`config.mk`:
```
export PLATFORM = sky130hd
export DESIGN_NAME = eic_top
export DESIGN_NICKNAME = d
export VERILOG_FILES = /design/src/hw/eic_pkg.sv /design/src/hw/eic_top.sv
export SDC_FILE = /design/constraint.sdc
export NUM_CORES = 1
export LEC_CHECK = 0
export ABC_AREA = 1
export BUFFER_PORTS_ARGS = -buffer_cell sky130_fd_sc_hd__clkbuf_2
export CORE_MARGIN = 8
export CORE_UTILIZATION = 50
export DETAILED_ROUTE_END_ITERATION = 6
export PLACE_DENSITY = 0.73
export SYNTH_ARGS = -nofsm -noshare
export SYNTH_HDL_FRONTEND = slang
export SYNTH_SLANG_ARGS = --single-unit
```
`constraint.sdc`:
```
create_clock -name pclk -period 6.2 [get_ports pclk]
set_clock_uncertainty 0.1 [all_clocks]
set_input_delay 1.55 -clock pclk [delete_from_list [all_inputs] [get_ports pclk]]
set_output_delay 1.55 -clock pclk [all_outputs]
set_load 0.005 [all_outputs]
```
`src/hw/eic_pkg.sv`:
```
// Shared constants and types of the EEPROM I2C master controller
package eic_pkg;
	// Clock rate and bus timing figures
	localparam int CLK_MHZ = 125;
	localparam int T_LOW_NS = 4700;
	localparam int T_HIGH_NS = 4000;
	localparam int T_BUF_NS = 4700;
	localparam int T_HOLD_NS = 300;
	localparam int T_IDLE_MS = 4;
	localparam int T_ACK_MS = 30;
	localparam int T_ARB_MS = 1920;
	// Cycle counts, least times rounded up
	localparam int unsigned LOW_CYC = (T_LOW_NS * CLK_MHZ + 999) / 1000;
	localparam int unsigned HIGH_CYC = (T_HIGH_NS * CLK_MHZ + 999) / 1000;
	localparam int unsigned BUF_CYC = (T_BUF_NS * CLK_MHZ + 999) / 1000;
	localparam int unsigned HOLD_CYC = (T_HOLD_NS * CLK_MHZ + 999) / 1000;
	localparam int unsigned IDLE_CYC = T_IDLE_MS * CLK_MHZ * 1000;
	localparam int unsigned ACK_CYC = T_ACK_MS * CLK_MHZ * 1000;
	localparam int unsigned ARB_CYC = T_ARB_MS * CLK_MHZ * 1000;
	// Counter widths
	localparam int TW = 22;
	localparam int AW = 28;
	// Register byte offsets
	localparam logic [11:0] OFS_CMD = 12'h000;
	localparam logic [11:0] OFS_DATA = 12'h004;
	localparam logic [11:0] OFS_HWCFG = 12'h008;
	localparam logic [11:0] OFS_RSTCTL = 12'h00C;
	// Field positions
	localparam int CMD_BUSY_BIT = 31;
	localparam int CMD_CODE_LSB = 28;
	localparam int CMD_TOUT_BIT = 16;
	localparam int ADDR_W = 16;
	localparam int DATA_W = 8;
	localparam int HW_READY_BIT = 0;
	localparam int HW_MGMT_BIT = 1;
	localparam int RST_DIG_BIT = 0;
	// Command codes
	localparam logic [2:0] CMD_READ = 3'h0;
	localparam logic [2:0] CMD_WRITE = 3'h3;
	localparam logic [2:0] CMD_RELOAD = 3'h7;
	// Reset values
	localparam logic [2:0] CMD_RST = 3'h0;
	localparam logic MGMT_I2C_RST = 1'b1;
	// EEPROM control byte and content map
	localparam logic [3:0] CTRL_CODE = 4'hA;
	localparam logic [7:0] VALID_FLAG = 8'hA5;
	localparam logic [3:0] LD_VALID = 4'h0;
	localparam logic [3:0] LD_MAC_LAST = 4'h6;
	localparam logic [3:0] LD_STRAP_FLAG = 4'h7;
	localparam logic [3:0] LD_STRAP_FIRST = 4'h8;
	localparam logic [3:0] LD_STRAP_LAST = 4'hB;
	localparam logic [3:0] LD_LAST = 4'hD;
	// Bit counter values
	localparam logic [3:0] BIT_ACK = 4'h8;
	localparam logic [3:0] BIT_CTRL_LAST = 4'h7;
	// Engine states
	typedef enum logic [3:0] {
		ST_IDLE, ST_WAIT_FREE, ST_ST_SETUP, ST_ST_HOLD, ST_BIT_LOW, ST_BIT_REL,
		ST_BIT_HIGH, ST_RS_LOW, ST_SP_LOW, ST_SP_REL, ST_SP_HIGH, ST_SP_END, ST_DONE
	} eic_state_e;
	// Byte phases of one EEPROM access
	typedef enum logic [2:0] {
		PH_ADDR_CTRL, PH_ADDR_HI, PH_ADDR_LO, PH_RD_CTRL, PH_RD_DATA, PH_WR_DATA,
		PH_POLL_CTRL, PH_STANDBY
	} eic_phase_e;
endpackage

```
`src/hw/eic_top.sv`:
```
// EEPROM I2C master controller with loader start and APB registers
//
// How it works
// Bus busy from START until 4.7us after STOP
// Busy after reset; free after tbuf or 4ms idle
// Non-I2C management mode frees bus at once
// Start transfers only while bus is free
// Follow other masters' clock low and high phases
// Lost arbitration: driven high, sampled low
// After loss, stop driving data immediately
// Host keeps off EEPROM while we use it
// Address phase loss: restart after bus free
// Poll loss: restart poll, keep 30ms timer
// Expired poll timer still gets final poll
// No arbitration win in 1.92s: timeout
// Commands read, write, reload; loader reads only
// Write: load data, then command with busy
// Read: command with busy; data after done
// Reload code with busy reruns loader
// Software leaves command alone while busy
// No EEPROM response within 30ms: timeout
// Loader starts on resets or reload; busy set
// Ready bit clear while loader runs
// Loader maps flag, MAC, straps, burst bytes; bytes 12 and 13 are read but not stored
// Invalid first byte: load straps, finish
// Control bytes start with code 1010b
// Loader owns controller; commands wait
// Clock and data inputs pass two flip-flops
//
// Design decisions made here: the APB slave port and the register addresses.
`timescale 1ns/1ps
`default_nettype none
module eic_top #(
	parameter int unsigned IDLE_CYC_P = eic_pkg::IDLE_CYC,
	parameter int unsigned ACK_CYC_P = eic_pkg::ACK_CYC,
	parameter int unsigned ARB_CYC_P = eic_pkg::ARB_CYC
) (
	// Clock, reset and enable
	input wire logic pclk,
	input wire logic presetn,
	input wire logic ce,
	// APB slave
	input wire logic psel,
	input wire logic penable,
	input wire logic pwrite,
	input wire logic [11:0] paddr,
	input wire logic [31:0] pwdata,
	output logic [31:0] prdata,
	output logic pready,
	output logic pslverr,
	// Open-drain EEPROM bus
	input wire logic scl_i,
	output logic scl_o,
	output logic scl_oe,
	input wire logic sda_i,
	output logic sda_o,
	output logic sda_oe,
	// Strap and loader results
	input wire logic eeprom_size_strap,
	output logic [47:0] mac_addr,
	output logic [31:0] strap_bits,
	output logic strap_load
);
	import eic_pkg::*;

	localparam logic [TW-1:0] LOW_LIM = TW'(LOW_CYC);
	localparam logic [TW-1:0] HIGH_LIM = TW'(HIGH_CYC);
	localparam logic [TW-1:0] BUF_LIM = TW'(BUF_CYC);
	localparam logic [TW-1:0] HOLD_LIM = TW'(HOLD_CYC);
	localparam logic [TW-1:0] IDLE_LIM = TW'(IDLE_CYC_P);
	localparam logic [TW-1:0] ACK_LIM = TW'(ACK_CYC_P);
	localparam logic [AW-1:0] ARB_LIM = AW'(ARB_CYC_P);

	eic_state_e state_r, state_nxt;
	eic_phase_e phase_r, phase_nxt;
	logic [2:0] meta_r, sync_r;
	logic scl_d_r, sda_d_r;
	logic bus_busy_r, post_rst_r, stop_seen_r;
	logic [TW-1:0] free_cnt_r;
	logic [TW-1:0] cnt_r, cnt_nxt;
	logic [3:0] bit_r, bit_nxt;
	logic [8:0] rx_r, rx_nxt;
	logic sda_drv_r, sda_nxt, scl_drv_r;
	logic fail_r, fail_nxt;
	logic poll_rst, arb_rst, arb_won, job_end;
	logic arb_run_r;
	logic [AW-1:0] arb_cnt_r;
	logic [TW-1:0] poll_cnt_r;
	logic busy_r, tout_r, ld_active_r, dig_pend_r, mgmt_i2c_r;
	logic [2:0] cmd_r;
	logic [ADDR_W-1:0] addr_r, job_addr_r;
	logic [DATA_W-1:0] data_r;
	logic job_rd_r, two_byte_r;
	logic [3:0] ld_idx_r;
	logic [7:0] strap_flag_r;
	logic [47:0] mac_r;
	logic [31:0] strap_sh_r, strap_r;
	logic strap_load_r;
	logic [31:0] prdata_r;
	logic pready_r, pslverr_r;

	// Synchronised pin levels and edges
	wire scl_s = sync_r[2];
	wire sda_s = sync_r[1];
	wire size_s = sync_r[0];
	wire start_w = scl_s & scl_d_r & sda_d_r & ~sda_s;
	wire stop_w = scl_s & scl_d_r & ~sda_d_r & sda_s;
	wire free_hit_w = (stop_seen_r && free_cnt_r >= BUF_LIM) || (post_rst_r && free_cnt_r >= IDLE_LIM);

	// Byte to send in the current phase
	wire [2:0] sel_w = two_byte_r ? 3'h0 : job_addr_r[10:8];
	wire [7:0] ctrl_w_w = {CTRL_CODE, sel_w, 1'b0};
	wire [7:0] ctrl_r_w = {CTRL_CODE, sel_w, 1'b1};
	wire [7:0] poll_w = {CTRL_CODE, 3'h0, 1'b0};
	wire [7:0] tx_byte_w = (phase_r == PH_ADDR_CTRL) ? ctrl_w_w :
		(phase_r == PH_RD_CTRL) ? ctrl_r_w :
		(phase_r == PH_POLL_CTRL) ? poll_w :
		(phase_r == PH_ADDR_HI) ? job_addr_r[15:8] :
		(phase_r == PH_ADDR_LO) ? job_addr_r[7:0] : data_r;
	wire [2:0] bsel_w = 3'h7 - bit_r[2:0];
	wire tx_w = (bit_r < BIT_ACK) ? (phase_r != PH_RD_DATA) : (phase_r == PH_RD_DATA);
	wire tx_low_w = tx_w & (bit_r < BIT_ACK) & ~tx_byte_w[bsel_w];
	wire ctrl_ph_w = (phase_r == PH_ADDR_CTRL) || (phase_r == PH_POLL_CTRL);
	wire cmd_ok_w = (cmd_r == CMD_READ) || (cmd_r == CMD_WRITE);
	wire idle_w = (state_r == ST_IDLE) && !dig_pend_r;
	wire start_job_w = idle_w && busy_r && (ld_active_r || cmd_ok_w);

	// APB decode and read data
	wire acc_w = psel & penable & ~pready_r;
	wire wr_w = psel & penable & pready_r & pwrite;
	wire hit_cmd_w = paddr == OFS_CMD;
	wire hit_data_w = paddr == OFS_DATA;
	wire hit_hw_w = paddr == OFS_HWCFG;
	wire hit_rst_w = paddr == OFS_RSTCTL;
	wire mapped_w = hit_cmd_w | hit_data_w | hit_hw_w | hit_rst_w;
	wire [31:0] cmd_rd_w = {busy_r, cmd_r, {(CMD_CODE_LSB - CMD_TOUT_BIT - 1){1'b0}}, tout_r, addr_r};
	wire [31:0] data_rd_w = {{(32 - DATA_W){1'b0}}, data_r};
	wire [31:0] hw_rd_w = {{(32 - HW_MGMT_BIT - 1){1'b0}}, mgmt_i2c_r, ~ld_active_r};
	wire [31:0] rst_rd_w = {{(32 - RST_DIG_BIT - 1){1'b0}}, dig_pend_r};
	wire [31:0] rd_w = hit_cmd_w ? cmd_rd_w : hit_data_w ? data_rd_w :
		hit_hw_w ? hw_rd_w : hit_rst_w ? rst_rd_w : 32'h0000_0000;

	assign prdata = prdata_r;
	assign pready = pready_r;
	assign pslverr = pslverr_r;
	assign scl_o = 1'b0;
	assign sda_o = 1'b0;
	assign scl_oe = scl_drv_r;
	assign sda_oe = sda_drv_r;
	assign mac_addr = mac_r;
	assign strap_bits = strap_r;
	assign strap_load = strap_load_r;

	// Two-stage synchronisers and edge history
	always_ff @(posedge pclk or negedge presetn) begin
		if (!presetn) begin
			meta_r <= 3'h7;
			sync_r <= 3'h7;
			scl_d_r <= 1'b1;
			sda_d_r <= 1'b1;
		end else if (ce) begin
			meta_r <= {scl_i, sda_i, eeprom_size_strap};
			sync_r <= meta_r;
			scl_d_r <= scl_s;
			sda_d_r <= sda_s;
		end
	end

	// Bus busy monitor
	always_ff @(posedge pclk or negedge presetn) begin
		if (!presetn) begin
			bus_busy_r <= 1'b1;
			post_rst_r <= 1'b1;
			stop_seen_r <= 1'b0;
			free_cnt_r <= '0;
		end else if (ce) begin
			if (start_w) begin
				bus_busy_r <= 1'b1;
				stop_seen_r <= 1'b0;
				free_cnt_r <= '0;
			end else if (stop_w) begin
				stop_seen_r <= 1'b1;
				free_cnt_r <= '0;
			end else if (bus_busy_r) begin
				if (free_hit_w) begin
					bus_busy_r <= 1'b0;
					post_rst_r <= 1'b0;
					stop_seen_r <= 1'b0;
				end
				free_cnt_r <= (scl_s & sda_s) ? free_cnt_r + 1'b1 : '0;
			end
			if (post_rst_r && !mgmt_i2c_r && !start_w) begin
				bus_busy_r <= 1'b0;
				post_rst_r <= 1'b0;
			end
		end
	end

	// Bit engine next state
	always_comb begin
		state_nxt = state_r;
		phase_nxt = phase_r;
		bit_nxt = bit_r;
		cnt_nxt = cnt_r + 1'b1;
		sda_nxt = sda_drv_r;
		rx_nxt = rx_r;
		fail_nxt = fail_r;
		poll_rst = 1'b0;
		arb_rst = 1'b0;
		arb_won = 1'b0;
		job_end = 1'b0;
		unique case (state_r)
			ST_IDLE: begin
				cnt_nxt = '0;
				if (start_job_w) begin
					phase_nxt = PH_ADDR_CTRL;
					fail_nxt = 1'b0;
					arb_rst = 1'b1;
					state_nxt = ST_WAIT_FREE;
				end
			end
			ST_WAIT_FREE: begin
				cnt_nxt = '0;
				sda_nxt = 1'b0;
				if (arb_run_r && arb_cnt_r >= ARB_LIM) begin
					fail_nxt = 1'b1;
					state_nxt = ST_DONE;
				end else if (!bus_busy_r) begin
					state_nxt = ST_ST_SETUP;
				end
			end
			ST_ST_SETUP: begin
				if (!scl_s) begin
					cnt_nxt = '0;
				end else if (cnt_r >= HIGH_LIM) begin
					cnt_nxt = '0;
					sda_nxt = 1'b1;
					state_nxt = ST_ST_HOLD;
				end
			end
			ST_ST_HOLD: begin
				if (cnt_r >= HIGH_LIM) begin
					cnt_nxt = '0;
					bit_nxt = '0;
					state_nxt = (phase_r == PH_STANDBY) ? ST_SP_LOW : ST_BIT_LOW;
				end
			end
			ST_BIT_LOW: begin
				if (cnt_r == HOLD_LIM) begin
					sda_nxt = tx_low_w;
				end
				if (cnt_r >= LOW_LIM) begin
					cnt_nxt = '0;
					state_nxt = ST_BIT_REL;
				end
			end
			ST_BIT_REL: begin
				if (scl_s) begin
					cnt_nxt = '0;
					if (tx_w && !tx_low_w && !sda_s) begin
						sda_nxt = 1'b0;
						phase_nxt = (phase_r == PH_POLL_CTRL) ? PH_POLL_CTRL : PH_ADDR_CTRL;
						state_nxt = ST_WAIT_FREE;
					end else begin
						rx_nxt = {rx_r[7:0], sda_s};
						arb_won = ctrl_ph_w && (bit_r == BIT_CTRL_LAST);
						state_nxt = ST_BIT_HIGH;
					end
				end else if (cnt_r >= ACK_LIM) begin
					fail_nxt = 1'b1;
					sda_nxt = 1'b0;
					state_nxt = ST_DONE;
				end
			end
			ST_BIT_HIGH: begin
				if (!scl_s || cnt_r >= HIGH_LIM) begin
					cnt_nxt = '0;
					bit_nxt = '0;
					if (bit_r < BIT_ACK) begin
						bit_nxt = bit_r + 1'b1;
						state_nxt = ST_BIT_LOW;
					end else if (phase_r == PH_RD_DATA || phase_r == PH_STANDBY) begin
						state_nxt = ST_SP_LOW;
					end else if (rx_r[0]) begin
						fail_nxt = (phase_r != PH_POLL_CTRL);
						state_nxt = ST_SP_LOW;
					end else begin
						state_nxt = ST_BIT_LOW;
						unique case (phase_r)
							PH_ADDR_CTRL: phase_nxt = two_byte_r ? PH_ADDR_HI : PH_ADDR_LO;
							PH_ADDR_HI: phase_nxt = PH_ADDR_LO;
							PH_ADDR_LO: begin
								phase_nxt = job_rd_r ? PH_RD_CTRL : PH_WR_DATA;
								state_nxt = job_rd_r ? ST_RS_LOW : ST_BIT_LOW;
							end
							PH_RD_CTRL: phase_nxt = PH_RD_DATA;
							PH_WR_DATA: state_nxt = ST_SP_LOW;
							PH_POLL_CTRL: begin
								phase_nxt = PH_STANDBY;
								state_nxt = ST_RS_LOW;
							end
							PH_RD_DATA, PH_STANDBY: state_nxt = ST_SP_LOW;
						endcase
					end
				end
			end
			ST_RS_LOW: begin
				if (cnt_r == HOLD_LIM) begin
					sda_nxt = 1'b0;
				end
				if (cnt_r >= LOW_LIM) begin
					cnt_nxt = '0;
					state_nxt = ST_ST_SETUP;
				end
			end
			ST_SP_LOW: begin
				if (cnt_r == HOLD_LIM) begin
					sda_nxt = 1'b1;
				end
				if (cnt_r >= LOW_LIM) begin
					cnt_nxt = '0;
					state_nxt = ST_SP_REL;
				end
			end
			ST_SP_REL: begin
				if (scl_s) begin
					cnt_nxt = '0;
					state_nxt = ST_SP_HIGH;
				end else if (cnt_r >= ACK_LIM) begin
					fail_nxt = 1'b1;
					sda_nxt = 1'b0;
					state_nxt = ST_DONE;
				end
			end
			ST_SP_HIGH: begin
				if (cnt_r >= HIGH_LIM) begin
					cnt_nxt = '0;
					sda_nxt = 1'b0;
					state_nxt = ST_SP_END;
				end
			end
			ST_SP_END: begin
				cnt_nxt = '0;
				if (fail_r || phase_r == PH_RD_DATA || phase_r == PH_STANDBY) begin
					state_nxt = ST_DONE;
				end else if (phase_r == PH_WR_DATA) begin
					phase_nxt = PH_POLL_CTRL;
					poll_rst = 1'b1;
					arb_rst = 1'b1;
					state_nxt = ST_WAIT_FREE;
				end else if (poll_cnt_r >= ACK_LIM) begin
					fail_nxt = 1'b1;
					state_nxt = ST_DONE;
				end else begin
					state_nxt = ST_WAIT_FREE;
				end
			end
			ST_DONE: begin
				cnt_nxt = '0;
				job_end = 1'b1;
				state_nxt = ST_IDLE;
			end
		endcase
	end

	// Bit engine registers and pin drivers
	always_ff @(posedge pclk or negedge presetn) begin
		if (!presetn) begin
			state_r <= ST_IDLE;
			phase_r <= PH_ADDR_CTRL;
			bit_r <= '0;
			cnt_r <= '0;
			rx_r <= '0;
			fail_r <= 1'b0;
			sda_drv_r <= 1'b0;
			scl_drv_r <= 1'b0;
		end else if (ce) begin
			state_r <= state_nxt;
			phase_r <= phase_nxt;
			bit_r <= bit_nxt;
			cnt_r <= cnt_nxt;
			rx_r <= rx_nxt;
			fail_r <= fail_nxt;
			sda_drv_r <= sda_nxt;
			scl_drv_r <= (state_nxt == ST_BIT_LOW) || (state_nxt == ST_RS_LOW) ||
				(state_nxt == ST_SP_LOW);
		end
	end

	// Arbitration and write-completion timers
	always_ff @(posedge pclk or negedge presetn) begin
		if (!presetn) begin
			arb_run_r <= 1'b0;
			arb_cnt_r <= '0;
			poll_cnt_r <= '0;
		end else if (ce) begin
			if (arb_rst) begin
				arb_run_r <= 1'b1;
				arb_cnt_r <= '0;
			end else if (arb_won || job_end) begin
				arb_run_r <= 1'b0;
			end else if (arb_run_r && arb_cnt_r < ARB_LIM) begin
				arb_cnt_r <= arb_cnt_r + 1'b1;
			end
			if (poll_rst) begin
				poll_cnt_r <= '0;
			end else if (poll_cnt_r < ACK_LIM) begin
				poll_cnt_r <= poll_cnt_r + 1'b1;
			end
		end
	end

	// Command registers and loader sequencing
	always_ff @(posedge pclk or negedge presetn) begin
		if (!presetn) begin
			busy_r <= 1'b1;
			ld_active_r <= 1'b1;
			ld_idx_r <= '0;
			tout_r <= 1'b0;
			cmd_r <= CMD_RST;
			addr_r <= '0;
			data_r <= '0;
			dig_pend_r <= 1'b0;
			mgmt_i2c_r <= MGMT_I2C_RST;
			job_rd_r <= 1'b1;
			job_addr_r <= '0;
			two_byte_r <= 1'b0;
			strap_flag_r <= '0;
			mac_r <= '0;
			strap_sh_r <= '0;
			strap_r <= '0;
			strap_load_r <= 1'b0;
		end else if (ce) begin
			strap_load_r <= 1'b0;
			if (wr_w && hit_cmd_w) begin
				if (pwdata[CMD_TOUT_BIT]) begin
					tout_r <= 1'b0;
				end
				if (!busy_r) begin
					busy_r <= pwdata[CMD_BUSY_BIT];
					cmd_r <= pwdata[CMD_CODE_LSB+:3];
					addr_r <= pwdata[ADDR_W-1:0];
				end
			end
			if (wr_w && hit_data_w && !busy_r) begin
				data_r <= pwdata[DATA_W-1:0];
			end
			if (wr_w && hit_hw_w) begin
				mgmt_i2c_r <= pwdata[HW_MGMT_BIT];
			end
			if (wr_w && hit_rst_w && pwdata[RST_DIG_BIT]) begin
				dig_pend_r <= 1'b1;
			end
			if (state_r == ST_IDLE && dig_pend_r) begin
				dig_pend_r <= 1'b0;
				busy_r <= 1'b1;
				ld_active_r <= 1'b1;
				ld_idx_r <= '0;
			end else if (idle_w && busy_r && !ld_active_r && !cmd_ok_w) begin
				if (cmd_r == CMD_RELOAD) begin
					ld_active_r <= 1'b1;
					ld_idx_r <= '0;
				end else begin
					busy_r <= 1'b0;
				end
			end
			if (start_job_w) begin
				job_rd_r <= ld_active_r || (cmd_r == CMD_READ);
				job_addr_r <= ld_active_r ? ADDR_W'(ld_idx_r) : addr_r;
				two_byte_r <= size_s;
			end
			if (job_end && ld_active_r) begin
				if (fail_r || ld_idx_r == LD_LAST ||
						(ld_idx_r == LD_VALID && rx_r[8:1] != VALID_FLAG)) begin
					ld_active_r <= 1'b0;
					busy_r <= 1'b0;
					strap_load_r <= 1'b1;
					if (strap_flag_r == VALID_FLAG && ld_idx_r == LD_LAST) begin
						strap_r <= strap_sh_r;
					end
				end else begin
					ld_idx_r <= ld_idx_r + 1'b1;
				end
				if (ld_idx_r != LD_VALID && ld_idx_r <= LD_MAC_LAST) begin
					mac_r[8*(ld_idx_r-1'b1)+:8] <= rx_r[8:1];
				end
				if (ld_idx_r == LD_STRAP_FLAG) begin
					strap_flag_r <= rx_r[8:1];
				end
				if (ld_idx_r >= LD_STRAP_FIRST && ld_idx_r <= LD_STRAP_LAST) begin
					strap_sh_r[8*(ld_idx_r-LD_STRAP_FIRST)+:8] <= rx_r[8:1];
				end
			end else if (job_end) begin
				busy_r <= 1'b0;
				if (!fail_r && job_rd_r) begin
					data_r <= rx_r[8:1];
				end
			end
			if (job_end && fail_r) begin
				tout_r <= 1'b1;
			end
		end
	end

	// APB answer with one wait state
	always_ff @(posedge pclk or negedge presetn) begin
		if (!presetn) begin
			prdata_r <= 32'h0000_0000;
			pready_r <= 1'b0;
			pslverr_r <= 1'b0;
		end else if (ce) begin
			pready_r <= acc_w;
			pslverr_r <= acc_w & ~mapped_w;
			if (acc_w) begin
				prdata_r <= pwrite ? 32'h0000_0000 : rd_w;
			end
		end
	end
endmodule
`default_nettype wire

```
* Yosys cells after proc, flatten, opt, wreduce, memory -nomap -nowiden
Index checks and enable logic that the tools add are counted.
** Storage, ports and cells
- Bits of input ports :: 53
- Word-level logic and storage cells :: 405
- Output and inout bits :: 119
- Register bits after elaboration :: 338
** Operators by class
- Muxes and demuxes :: 150
- Shift operators :: 4
- Bitwise operators :: 24
- $add $sub $neg :: 11
- $lt $le $gt $ge :: 14
- Reduce and logical (&&, ||, !) cells :: 99
- Eq/ne operators :: 64
** Operator list (number)
- $mux W22 :: 11
- $pmux W22 S6 :: 1
- $mux W4 :: 29
- $mux W28 :: 3
- $mux W8 :: 10
- $neg A32 Y34 :: 2
- $add A22 B1 Y22 const B :: 3
- $mux W1 :: 66
- $mux W32 :: 2
- $pmux W4 S13 :: 1
- $bwmux W48 :: 1
- $shift A8 B34 Y48 const A :: 1
- $shiftx A8 B34 Y48 :: 1
- $ne A2 B2 Y1 const B :: 23
- $ge A22 B10 Y1 const B :: 2
- $ge A22 B22 Y1 const B :: 2
- $mux W3 :: 13
- $shift A8 B34 Y32 const A :: 1
- $shiftx A8 B34 Y32 :: 1
- $bwmux W32 :: 1
- $eq A4 B3 Y1 const B :: 8
- $add A28 B1 Y28 const B :: 1
- $eq A4 B4 Y1 const B :: 7
- $ge A28 B28 Y1 const B :: 1
- 61 further kinds :: 175

* Longest topological paths before layout
Gate-level depths: netlist (run 1).
- Depth in word-level cells :: 19
- Depth in mapped cells :: 22
- Gate-level depth less buffers :: 22

* Least setup slack after synthesis (run 1)
No wires, ideal clock.
- Path type :: reg2reg
- From :: register ld_idx_r[0]
- To :: register mac_r[31], in the netlist mac_addr[31]
- Stages on the path, launching flop included :: 23
- Clock period less this slack :: 3.417 ns
- Required time :: 5.981 ns
- Library setup time :: 0.119 ns
- Slack :: 2.783 ns
- Arrival time :: 3.198 ns
- Path through :: dfrtp_1 inv_2 ha_1 inv_1 nor2_1 nor2_2 inv_1 nor2_1 inv_1 nor2_2 inv_1 ha_1 inv_1 nand2_1 nor4_1 nand4_1 a21oi_1 and2_1 nor3b_4 nand3_2 buf_6 nand2_1 o21ai_2
** On the way
- Cells in the longest elaborated chain, start to end :: 4
** RTL lines
- from (decl) :: RTL line eic_top.sv:94 : logic [3:0] ld_idx_r;
- from (signal assigned) :: RTL line eic_top.sv:482 : ld_idx_r <= ld_idx_r + 1'b1;
- $sub A4 B1 Y5 :: RTL line eic_top.sv:485 : mac_r[8*(ld_idx_r-1'b1)+:8] <= rx_r[8:1];
- $neg A32 Y34 :: RTL line eic_top.sv:485
- $shiftx A8 B34 Y48 / $shift A8 B34 Y48 (equally long branches) :: RTL line eic_top.sv:485
- $bwmux W48 :: RTL line eic_top.sv:485
- to (signal, indexed assignment) :: RTL line eic_top.sv:485
- to (decl) :: RTL line eic_top.sv:96 : logic [47:0] mac_r;
Several ways; a longest one is shown, not always the timed one.
A chain may end at the register's enable or synchronous reset.

* Worst setup path after layout (run 1)
- From :: register ld_idx_r[0]
- To :: register mac_r[25], in the netlist mac_addr[25]
Same word-level chain as after synthesis.

==> metrics.yaml, run 1 <==
outcome:
  status: "finished, final reports clean"
global_routing:
  antenna_found_initial: 2
  grt.overflow.total: 0
  grt_pass1_wl_um: 73950
  gr-usage-all-layers: 0.2153
  grt_max_degree: 130
  grt_pass1_vias: 14710
pwr:
  power.total_mw: 6.424
  switching_share: 0.3620
  p_int_mw: 4.098
  seqPwrFrac: 0.413
  irDropWorstVdd_v: 0.0002819
  p_leak_nw: 9.331
  comb_power_share: 0.265
  clockPowerShare: 0.321
  powerDensity_nw_per_um2: 334.2
  p_switching_mw: 2.326
worst_hold_path:
  min_to: "meta_r[2]"
  min_from: "meta_r[2]"
  hold_depth: 2
  hold_path.class: "reg2reg"
place:
  hpwl_um: 32100
  gp_congestion: 0.9363
  port_buffers: 147
yosys:
  synth-seq-cells: 327
  synth_ff_type: "dfrtp_1"
  avgSynthCellArea_um2: 8.100
  synthTopCellsByArea: "dfrtp_1 (46%), nand2_1 (9.8%), inv_1 (5.7%)"
  synth_edf_count: 0
  synth_area_um2: 17030
  synth_top_cell_by_area: "dfrtp_1"
  syn_inst: 2103
  yosys_warnings: 0
  synthArstFlopShare: 1.000
  seq_area_frac_synth: 0.4814
  yosysUniqueCellTypes: 58
  synth.top_cell.area_share: 0.4598
layout:
  regArea_um2: 8200
  multi_input_area_um2: 7467
  drive_gt1_frac: 0.1437
  area_delta_synth_final_pct: 12.83
  utilization: 0.5732
  n_antenna_cell: 0
  fill_cells: 3055
  finish.net_count: 2318
routing:
  ant_nets: 0
  drt_first_pass_iters: 6
  wl_met3_um: 2006
  wl_per_cell_um: 16.13
  drc_errors: 0
  wl_met2_um: 21310
  wl_met1_um: 19320
  wirelength_um: 43710
  topRoutingLayerUsed: "met5"
  via_count: 14780
  via_per_inst: 5.455
  drtIter0Drc: 980
critical_path:
  timing.rr.start: "ld_idx_r[0]"
  arrival_ps: 4570
  rr_worst_depth: 21
  worst_path_most_repeated_cell: "inv_1"
  cpMaxStageDelayCell: "dfrtp_1"
  end_kind: "flop"
  crit_chain: "inv_2, ha_1, inv_1, nor2_1, nor2_2, inv_1, nor2_1, inv_1, nor2_2, inv_1, ha_1, inv_1, nand2_1, nor4_1, nand4_1, a21oi_1, and2_1, nor3b_4, nand3_2, nand2_1, o21ai_2"
  startpoint_type: "flop"
  path_delay_family: "simple AND/OR/NAND/NOR gates"
  slowest_delay_ps: 560
  worst-path-buf-inv: 6
  crit_fanout: 16
  rrSetupSlack_ps: 1930
  cp.depth: 21
  crit_type: "reg2reg"
  r2r-end: "mac_addr[25]"
  cp.required_ps: 6500
clock_network:
  h-tree-depth: 2
  cts_root_buf: "clkbuf_16"
  numCtsBuffers: 35
  cts_sinks: 327
  clk-insertion-delay-late_ps: 520
  clkTransAtPathRegs_ps: 70
  cts_buffer_depth: 3
  cts_setup_buffers: 0
  ctsResizeCount: 0
  cts_tree: "built"
  holdBufCountCts: 0
sta:
  slew_violations: 0
  hold-worst-slack_ps: 362.3
  maxSlewHeadroom: 0.3006
  tns_ps: 0
  timing.final.hold_violations: 0
  worstMarginPinSlew_ps: 1049
  rsz0062_at_grt: "false"
  fin_crit_sh: 0.6891
  setup_viol: 0
  fmax_mhz: 234.0
  period_minus_slack_ps: 4273
floorplan:
  fp.dieW_um: 200.6
  die_h_um: 200.6
  die_area_um2: 40230
  boundaryPins: 172
  rows: 67
  start_util: 0.5080
  core_um2: 33530
run:
  drv_cap: 0
[cells in the mapped netlist, types with 3 or more instances]
cell type and n:
buf_2 11, o211ai_1 8, nor3b_1 5, xnor2_1 5, mux2_2 33, inv_1 257
o2111ai_1 3, buf_6 4, a21oi_1 84, nand3_2 3, and3_1 6, nor3_2 8
o21ai_2 8, nand3_1 144, nand2_2 9, nand4_1 25, o21ai_1 38, clkbuf_1 33
inv_2 15, nor2_1 184, xor2_1 29, a21boi_0 3, nand3b_1 3, o221ai_1 5
dfstp_2 14, clkinv_1 4, nor2_4 4, buf_4 18, o31ai_1 28, ha_1 29
nand2_1 443, o21ai_0 173, nor3_1 60, a31oi_1 12, nor4_1 25, a22oi_1 6
dfrtp_1 313, buf_1 3, nor2_2 12, o22ai_1 9, a211oi_1 5
[kinds of logic (layout without fill, tap and decap cells)]
kind of cell	count (synthesis)	in the layout	synth area share
multiplexers	33	33	0.02182
AO/OA/AOI/OAI	395	395	0.1314
XOR/XNOR	34	34	0.01748
other	1	13	0.0002202
flip-flops	327	327	0.4814
adder cells (fa/ha/maj)	29	29	0.02130
AND/OR/NAND/NOR	938	938	0.2435
buffers and inverters	346	493	0.08286
[worst max path at each step]
stage                      startpoint      endpoint  slack [ps]
final                     ld_idx_r[0]  mac_addr[25]        1930
after global routing      ld_idx_r[0]  mac_addr[30]        1480
after CTS                 ld_idx_r[0]  mac_addr[25]        1960
after detailed placement           ce     cnt_r[20]        1780
after global placement             ce     cnt_r[20]        1910
after floorplan           ld_idx_r[0]  mac_addr[31]        2780
[power groups by stage]
stage	clock network, mW	registers (mW)	logic [mW]
after floorplan	0	2.57	1.31
after global placement	0	2.68	1.66
after detailed placement	0	2.69	1.68
after CTS	2.10	2.65	1.70
after global routing	2.19	2.69	1.94
final	2.06	2.66	1.70
[worst reg2reg max path, cell delays in order, from the launching register on]
cell and delay, ps:
dfrtp_1 560, inv_2 190, ha_1 250, inv_1 60, nor2_1 50, nor2_2 260
inv_1 110, nor2_1 100, inv_1 70, nor2_2 220, inv_1 70, ha_1 270
inv_1 70, nand2_1 50, nor4_1 240, nand4_1 120, a21oi_1 200, and2_1 170
nor3b_4 320, nand3_2 400, nand2_1 210, o21ai_2 70
[per-stage QoR]
stage / std cells / area (um2) / worst slack [ps]
after global routing: 2710 / 19220 / 1483
after floorplan: 2115 / 17080 / 2783
after detailed placement: 2647 / 18070 / 1779
final: 2710 / 19220 / 1927
after CTS: 2710 / 19220 / 1956
after global placement: 2647 / 18070 / 1906
[state kept, by name, summed over array words and instances, names as in the netlist, 9 cells and up]
register / count
prdata: 21
cnt_r: 22
free_cnt_r: 22
strap_sh_r: 32
poll_cnt_r: 22
mac_addr: 48
rx_r: 9
addr_r: 16
job_addr_r: 16
strap_bits: 32
arb_cnt_r: 28
[cell type report]
type,instances,area share
well taps,448,0.02916
flip-flops and latches,327,0.4267
multi-input cells,1442,0.3885
clock inverters,17,0.008723
repair buffers,154,0.04218
inverters,276,0.05390
clock buffers,46,0.05084
[metal layers]
layer | GRT usage | up-vias
li1 | - | 7203
met5 | 0 | -
met1 | 0.2802 | 7156
met4 | 0.06045 | 4
met2 | 0.3700 | 344
met3 | 0.03114 | 75
[cell usage in the layout (no fill, tap or decap), drive strengths merged, types with 9 or more instances in the layout]
master,count
a21oi,84
a31oi,12
clkbuf,192
clkinv,18
conb,13
dfrtp,313
dfstp,14
ha,29
inv,272
mux2,33
nand2,454
nand3,147
nand4,25
nor2,200
nor3,69
nor4,25
o21ai,219
o22ai,9
o31ai,28
xor2,29
Power figures use the tool's default switching activity.
==> run 2, diff against run 1 <==
==> constraint.sdc (replaced) <==
create_clock -name pclk -period 4.1 [get_ports pclk]
set_clock_uncertainty 0.1 [all_clocks]
set_input_delay 1.025 -clock pclk [delete_from_list [all_inputs] [get_ports pclk]]
set_output_delay 1.025 -clock pclk [all_outputs]
set_load 0.005 [all_outputs]
==> run 2 against run 1 <==
  * The run now ends with DRC left
  * Sequential cell count unchanged
  * Non-clock buffer count up 18
  * First-iteration DRC count increased by 9.5%
  * Critical path type unchanged
==> metrics.yaml, run 2 (synthesis gave the netlist of run 1 again) <==
global_routing:
  grt_pass1_vias: 14750
  grt.overflow.total: 0
  grt_pass1_wl_um: 74390
  antenna_found_initial: 0
  gr-usage-all-layers: 0.2184
  grt_max_degree: 94
pwr:
  p_switching_mw: 3.590
  clockPowerShare: 0.346
  switching_share: 0.3526
  p_leak_nw: 9.545
  seqPwrFrac: 0.391
  powerDensity_nw_per_um2: 519.9
  irDropWorstVdd_v: 0.0003850
  comb_power_share: 0.263
  p_int_mw: 6.591
  power.total_mw: 10.18
critical_path:
  end_kind: "flop"
  crit_fanout: 16
  startpoint_type: "flop"
  crit_type: "reg2reg"
  rr_worst_depth: 21
  cp.required_ps: 4420
  arrival_ps: 4070
clock_network:
  numCtsBuffers: 37
  cts_root_buf: "clkbuf_16"
  clkTransAtPathRegs_ps: 60
  cts_buffer_depth: 3
  cts_tree: "built"
  clk-insertion-delay-late_ps: 540
  h-tree-depth: 2
  cts_sinks: 327
layout:
  mostFrequentLayoutCells: "nand2_1 (443), dfrtp_1 (312), inv_1 (257), nor2_1 (184), o21ai_0 (173)"
  final_common_cell: "nand2_1"
  area_delta_synth_final_pct: 14.95
  finish.net_count: 2338
  largest_reg_flops: 48
  n_antenna_cell: 0
  utilization: 0.5839
  drive_gt1_frac: 0.1505
routing:
  topRoutingLayerUsed: "met4"
  via_count: 14930
  wl_per_cell_um: 16.27
  drc_errors: 3
  wl_met1_um: 19300
  wl_met3_um: 2411
  wirelength_um: 44480
  drtIter0Drc: 1073
  ant_nets: 0
  via_per_inst: 5.464
  drt_first_pass_iters: 7
  wl_met2_um: 21460
sta:
  maxSlewHeadroom: 0.3929
  setup_viol: 0
  tns_ps: 0
  fin_crit_sh: 0.9132
  timing.final.hold_violations: 0
  worst_slack_ps: 355.8
  fmax_mhz: 267.1
  worstMarginPinSlew_ps: 907.4
  slew_violations: 0
  period_minus_slack_ps: 3744
floorplan:
  die_area_um2: 40230
  start_util: 0.5080
  fp.dieW_um: 200.6
  rows: 67
  boundaryPins: 172
  core_um2: 33530
  die_h_um: 200.6
place:
  pre_cts_slack_ps: 116.0
  hpwl_um: 32570
  gp_congestion: 0.9241
  port_buffers: 147
outcome:
  status: "finished, violations left"
  violations: "DRC"
run:
  drv_cap: 0
worst_hold_path:
  hold_path.class: "in2async"
run 2: final timing paths:
path / startpoint / slack [ps] / end
worst min-delay path: presetn / 360 / cnt_r[17]
max in group asynchronous: presetn / 2520 / ld_idx_r[1]
min in group pclk: meta_r[2] / 360 / meta_r[2]
worst max-delay path: ld_idx_r[0] / 360 / mac_addr[30]
worst max register to register: ld_idx_r[0] / 360 / mac_addr[30]
worst min register to register: meta_r[2] / 360 / meta_r[2]
run 2: per-stage QoR:
| stage | hold WS (ps) | instance area [um2] | instances |
|---|---|---|---|
| after global routing | 377.5 | 19580 | 2733 |
| after global placement | 352.0 | 18200 | 2662 |
| after floorplan | 342.2 | 17080 | 2115 |
| after CTS | 363.0 | 19520 | 2730 |
| final | 359.4 | 19580 | 2733 |
| after detailed placement | 354.4 | 18200 | 2662 |
run 2: area by class of cell:
class	count	area [um2]
fillers	2980	13950
flip-flops and latches	327	8202
multi-input cells	1442	7495
clock buffers	56	1099
inverters	276	1036
repair buffers	172	970.9
well taps	448	560.5
clock inverters	12	217.7
run 2: per-layer routing:
metal  GRT usage  up-vias
met2      0.3728      404
met4     0.07043        0
met3     0.03679      100
met1      0.2796     7180
met5           0        -
li1            -     7248
run 2: worst max-delay path, stage by stage (launching register included):
cell     delay (ps)
dfrtp_1         390
inv_2           170
ha_1            190
nor2_1           60
nor2_2          210
inv_1           110
nor2_1           90
inv_1            80
nor2_4          140
inv_1            70
ha_1            260
inv_1            70
nand2_1          50
nor4_1          310
nand4_1         150
a21oi_1         180
and2_1          190
nor3b_4         240
buf_12          160
nand3_4         190
nand2_1         150
o21ai_2          60
run 2: power groups by stage:
stage	clock, mW	sequential [mW]	combinational [mW]
after floorplan	0	3.89	1.98
after global placement	0	4.02	2.58
after detailed placement	0	4.02	2.63
after CTS	3.60	3.97	2.65
after global routing	3.70	4.03	3.04
final	3.53	3.98	2.67
run 2: repair_timing:
item,in CTS,in global routing
endpoints found under the setup margin,0,41
setup buffers,0,3
hold buffers,0,0
gates resized for setup,0,6
==> run 3, diff against run 2 <==
--- a/config.mk
+++ b/config.mk
@@ -8,9 +8,9 @@
 export ABC_AREA = 1
 export BUFFER_PORTS_ARGS = -buffer_cell sky130_fd_sc_hd__clkbuf_2
 export CORE_MARGIN = 8
-export CORE_UTILIZATION = 50
+export CORE_UTILIZATION = 40
 export DETAILED_ROUTE_END_ITERATION = 6
-export PLACE_DENSITY = 0.73
+export PLACE_DENSITY = 0.62
 export SYNTH_ARGS = -nofsm -noshare
 export SYNTH_HDL_FRONTEND = slang
 export SYNTH_SLANG_ARGS = --single-unit
==> constraint.sdc (replaced) <==
create_clock -name pclk -period 4.39 [get_ports pclk]
set_clock_uncertainty 0.1 [all_clocks]
set_input_delay 1.0975 -clock pclk [delete_from_list [all_inputs] [get_ports pclk]]
set_output_delay 1.0975 -clock pclk [all_outputs]
set_load 0.005 [all_outputs]
==> run 3 against run 2 <==
  * The flow now finishes without violations
  * Largest power group unchanged
  * Largest cell class unchanged
  * Setup slack better by 200 ps
  * Clock-buffer cell count shrank 7
  * First-iteration DRC count increased by 6.2%
  * Combinational power decreased by 7%
  * Final area increased by 0.22%
==> metrics.yaml, run 3 (synthesis gave the netlist of run 1 again) <==
outcome:
  status: "finished, final reports clean"
place:
  port_buffers: 147
  hpwl_um: 34190
  gp_congestion: 0.8916
global_routing:
  grt_max_degree: 97
  gr-usage-all-layers: 0.1866
  antenna_found_initial: 0
  grt_pass1_vias: 14710
  grt.overflow.total: 0
  grt_pass1_wl_um: 76850
pwr:
  clockPowerShare: 0.353
  comb_power_share: 0.258
  p_int_mw: 6.178
  p_leak_nw: 9.463
  powerDensity_nw_per_um2: 489.9
  switching_share: 0.3574
  p_switching_mw: 3.436
  power.total_mw: 9.614
  seqPwrFrac: 0.388
  irDropWorstVdd_v: 0.0003582
clock_network:
  cts_sinks: 327
  cts_root_buf: "clkbuf_16"
  cts_setup_buffers: 0
  ctsResizeCount: 0
  holdBufCountCts: 0
  clk-insertion-delay-late_ps: 560
  cts_tree: "built"
  clkTransAtPathRegs_ps: 60
  h-tree-depth: 2
  numCtsBuffers: 39
  cts_buffer_depth: 3
sta:
  slew_violations: 0
  rsz0062_at_grt: "false"
  fmax_mhz: 260.8
  period_minus_slack_ps: 3835
  setup_viol: 0
  fin_crit_sh: 0.8735
  timing.final.hold_violations: 0
  worstMarginPinSlew_ps: 969.4
  tns_ps: 0
  maxSlewHeadroom: 0.3514
routing:
  ant_nets: 0
  via_count: 14700
  wirelength_um: 46640
  drtIter0Drc: 1140
  drt_first_pass_iters: 5
  wl_per_cell_um: 16.57
  via_per_inst: 5.223
  drc_errors: 0
floorplan:
  die_h_um: 222.4
  boundaryPins: 172
  die_area_um2: 49440
  rows: 75
  core_um2: 42040
  start_util: 0.4052
  fp.dieW_um: 222.4
critical_path:
  cp-startpoint: "ld_idx_r[1]"
  arrival_ps: 4190
  crit_type: "reg2reg"
  end_kind: "flop"
  crit_fanout: 16
  rrSetupSlack_ps: 560
  startpoint_type: "flop"
  cp.required_ps: 4750
  timing.rr.start: "ld_idx_r[1]"
layout:
  utilization: 0.4668
  regArea_um2: 8200
  n_antenna_cell: 0
  finish.net_count: 2330
  multi_input_area_um2: 7475
  drive_gt1_frac: 0.1489
  fill_cells: 4114
  area_delta_synth_final_pct: 15.20
  final_common_cell: "nand2_1"
  largest_reg_flops: 48
  mostFrequentLayoutCells: "nand2_1 (443), dfrtp_1 (313), inv_1 (257), nor2_1 (184), o21ai_0 (173)"
run:
  drv_cap: 0
worst_hold_path:
  hold_path.class: "reg2reg"
  min_from: "meta_r[1]"
[run 3: cell types whose count changed in the layout (fill, tap and decap cells not counted), moves of 3 or more]
cell        previous run  this run
clkinv_2               3         8
clkbuf_8               8         5
nand2_4                5         2
clkbuf_1              10         5
buf_4                 22        12
clkinvlp_4             1         4
nand2_2                6         9
[run 3: final timing paths]
kind / cells after the start / endpoint
min: 2 / meta_r[1]
max reg2reg: 20 / mac_addr[8]
min reg2reg: 2 / meta_r[1]
min in group asynchronous: 1 / prdata[13]
max in group asynchronous: 2 / arb_cnt_r[0]
max: 20 / mac_addr[8]
[run 3: power by group through the flow]
stage | Sequential (mW) | Combinational [mW] | Clock (mW)
finish | 3.73 | 2.48 | 3.40
global route | 3.78 | 2.84 | 3.60
floorplan | 3.63 | 1.85 | 0
CTS | 3.73 | 2.48 | 3.48
global placement | 3.77 | 2.43 | 0
detailed placement | 3.78 | 2.47 | 0
[run 3: area by class of cell]
class	count	area share
clock inverters	20	0.01422
clock buffers	49	0.05420
multi-input cells	1442	0.3809
inverters	276	0.05279
repair buffers	162	0.04565
well taps	539	0.03437
flip-flops and latches	327	0.4179
[run 3: critical path, cell delays in order (launching register included)]
cell	delay, ps
dfrtp_1	430
inv_1	120
ha_1	210
inv_1	50
nor2_1	50
nor2_2	250
inv_1	110
nor2_1	100
inv_1	70
nor2_2	200
inv_1	70
ha_1	270
inv_1	70
nand2_1	50
nor4_1	260
nand4_1	120
a21oi_1	180
and2_1	170
nor3b_4	340
nand2_2	280
o31ai_1	260
[run 3: per-stage QoR]
step / std cells / area [um2] / hold WS [ps] / setup slack (ps)
final: 2815 / 19620 / 365.0 / 555.5
after global routing: 2815 / 19620 / 382.6 / 28.15
after CTS: 2815 / 19620 / 366.2 / 428.2
after detailed placement: 2746 / 18270 / 356.6 / 480.0
after global placement: 2746 / 18270 / 350.9 / 535.1
after floorplan: 2115 / 17080 / 342.2 / 972.8
[run 3: routing by layer]
| layer | global-route usage | wire length, um | share of wire |
|---|---|---|---|
| met5 | 0 | 0 | 0 |
| met4 | 0.05756 | 1259 | 0.027 |
| met3 | 0.03938 | 2416 | 0.052 |
| met2 | 0.3140 | 22450 | 0.48 |
| met1 | 0.2388 | 20520 | 0.44 |
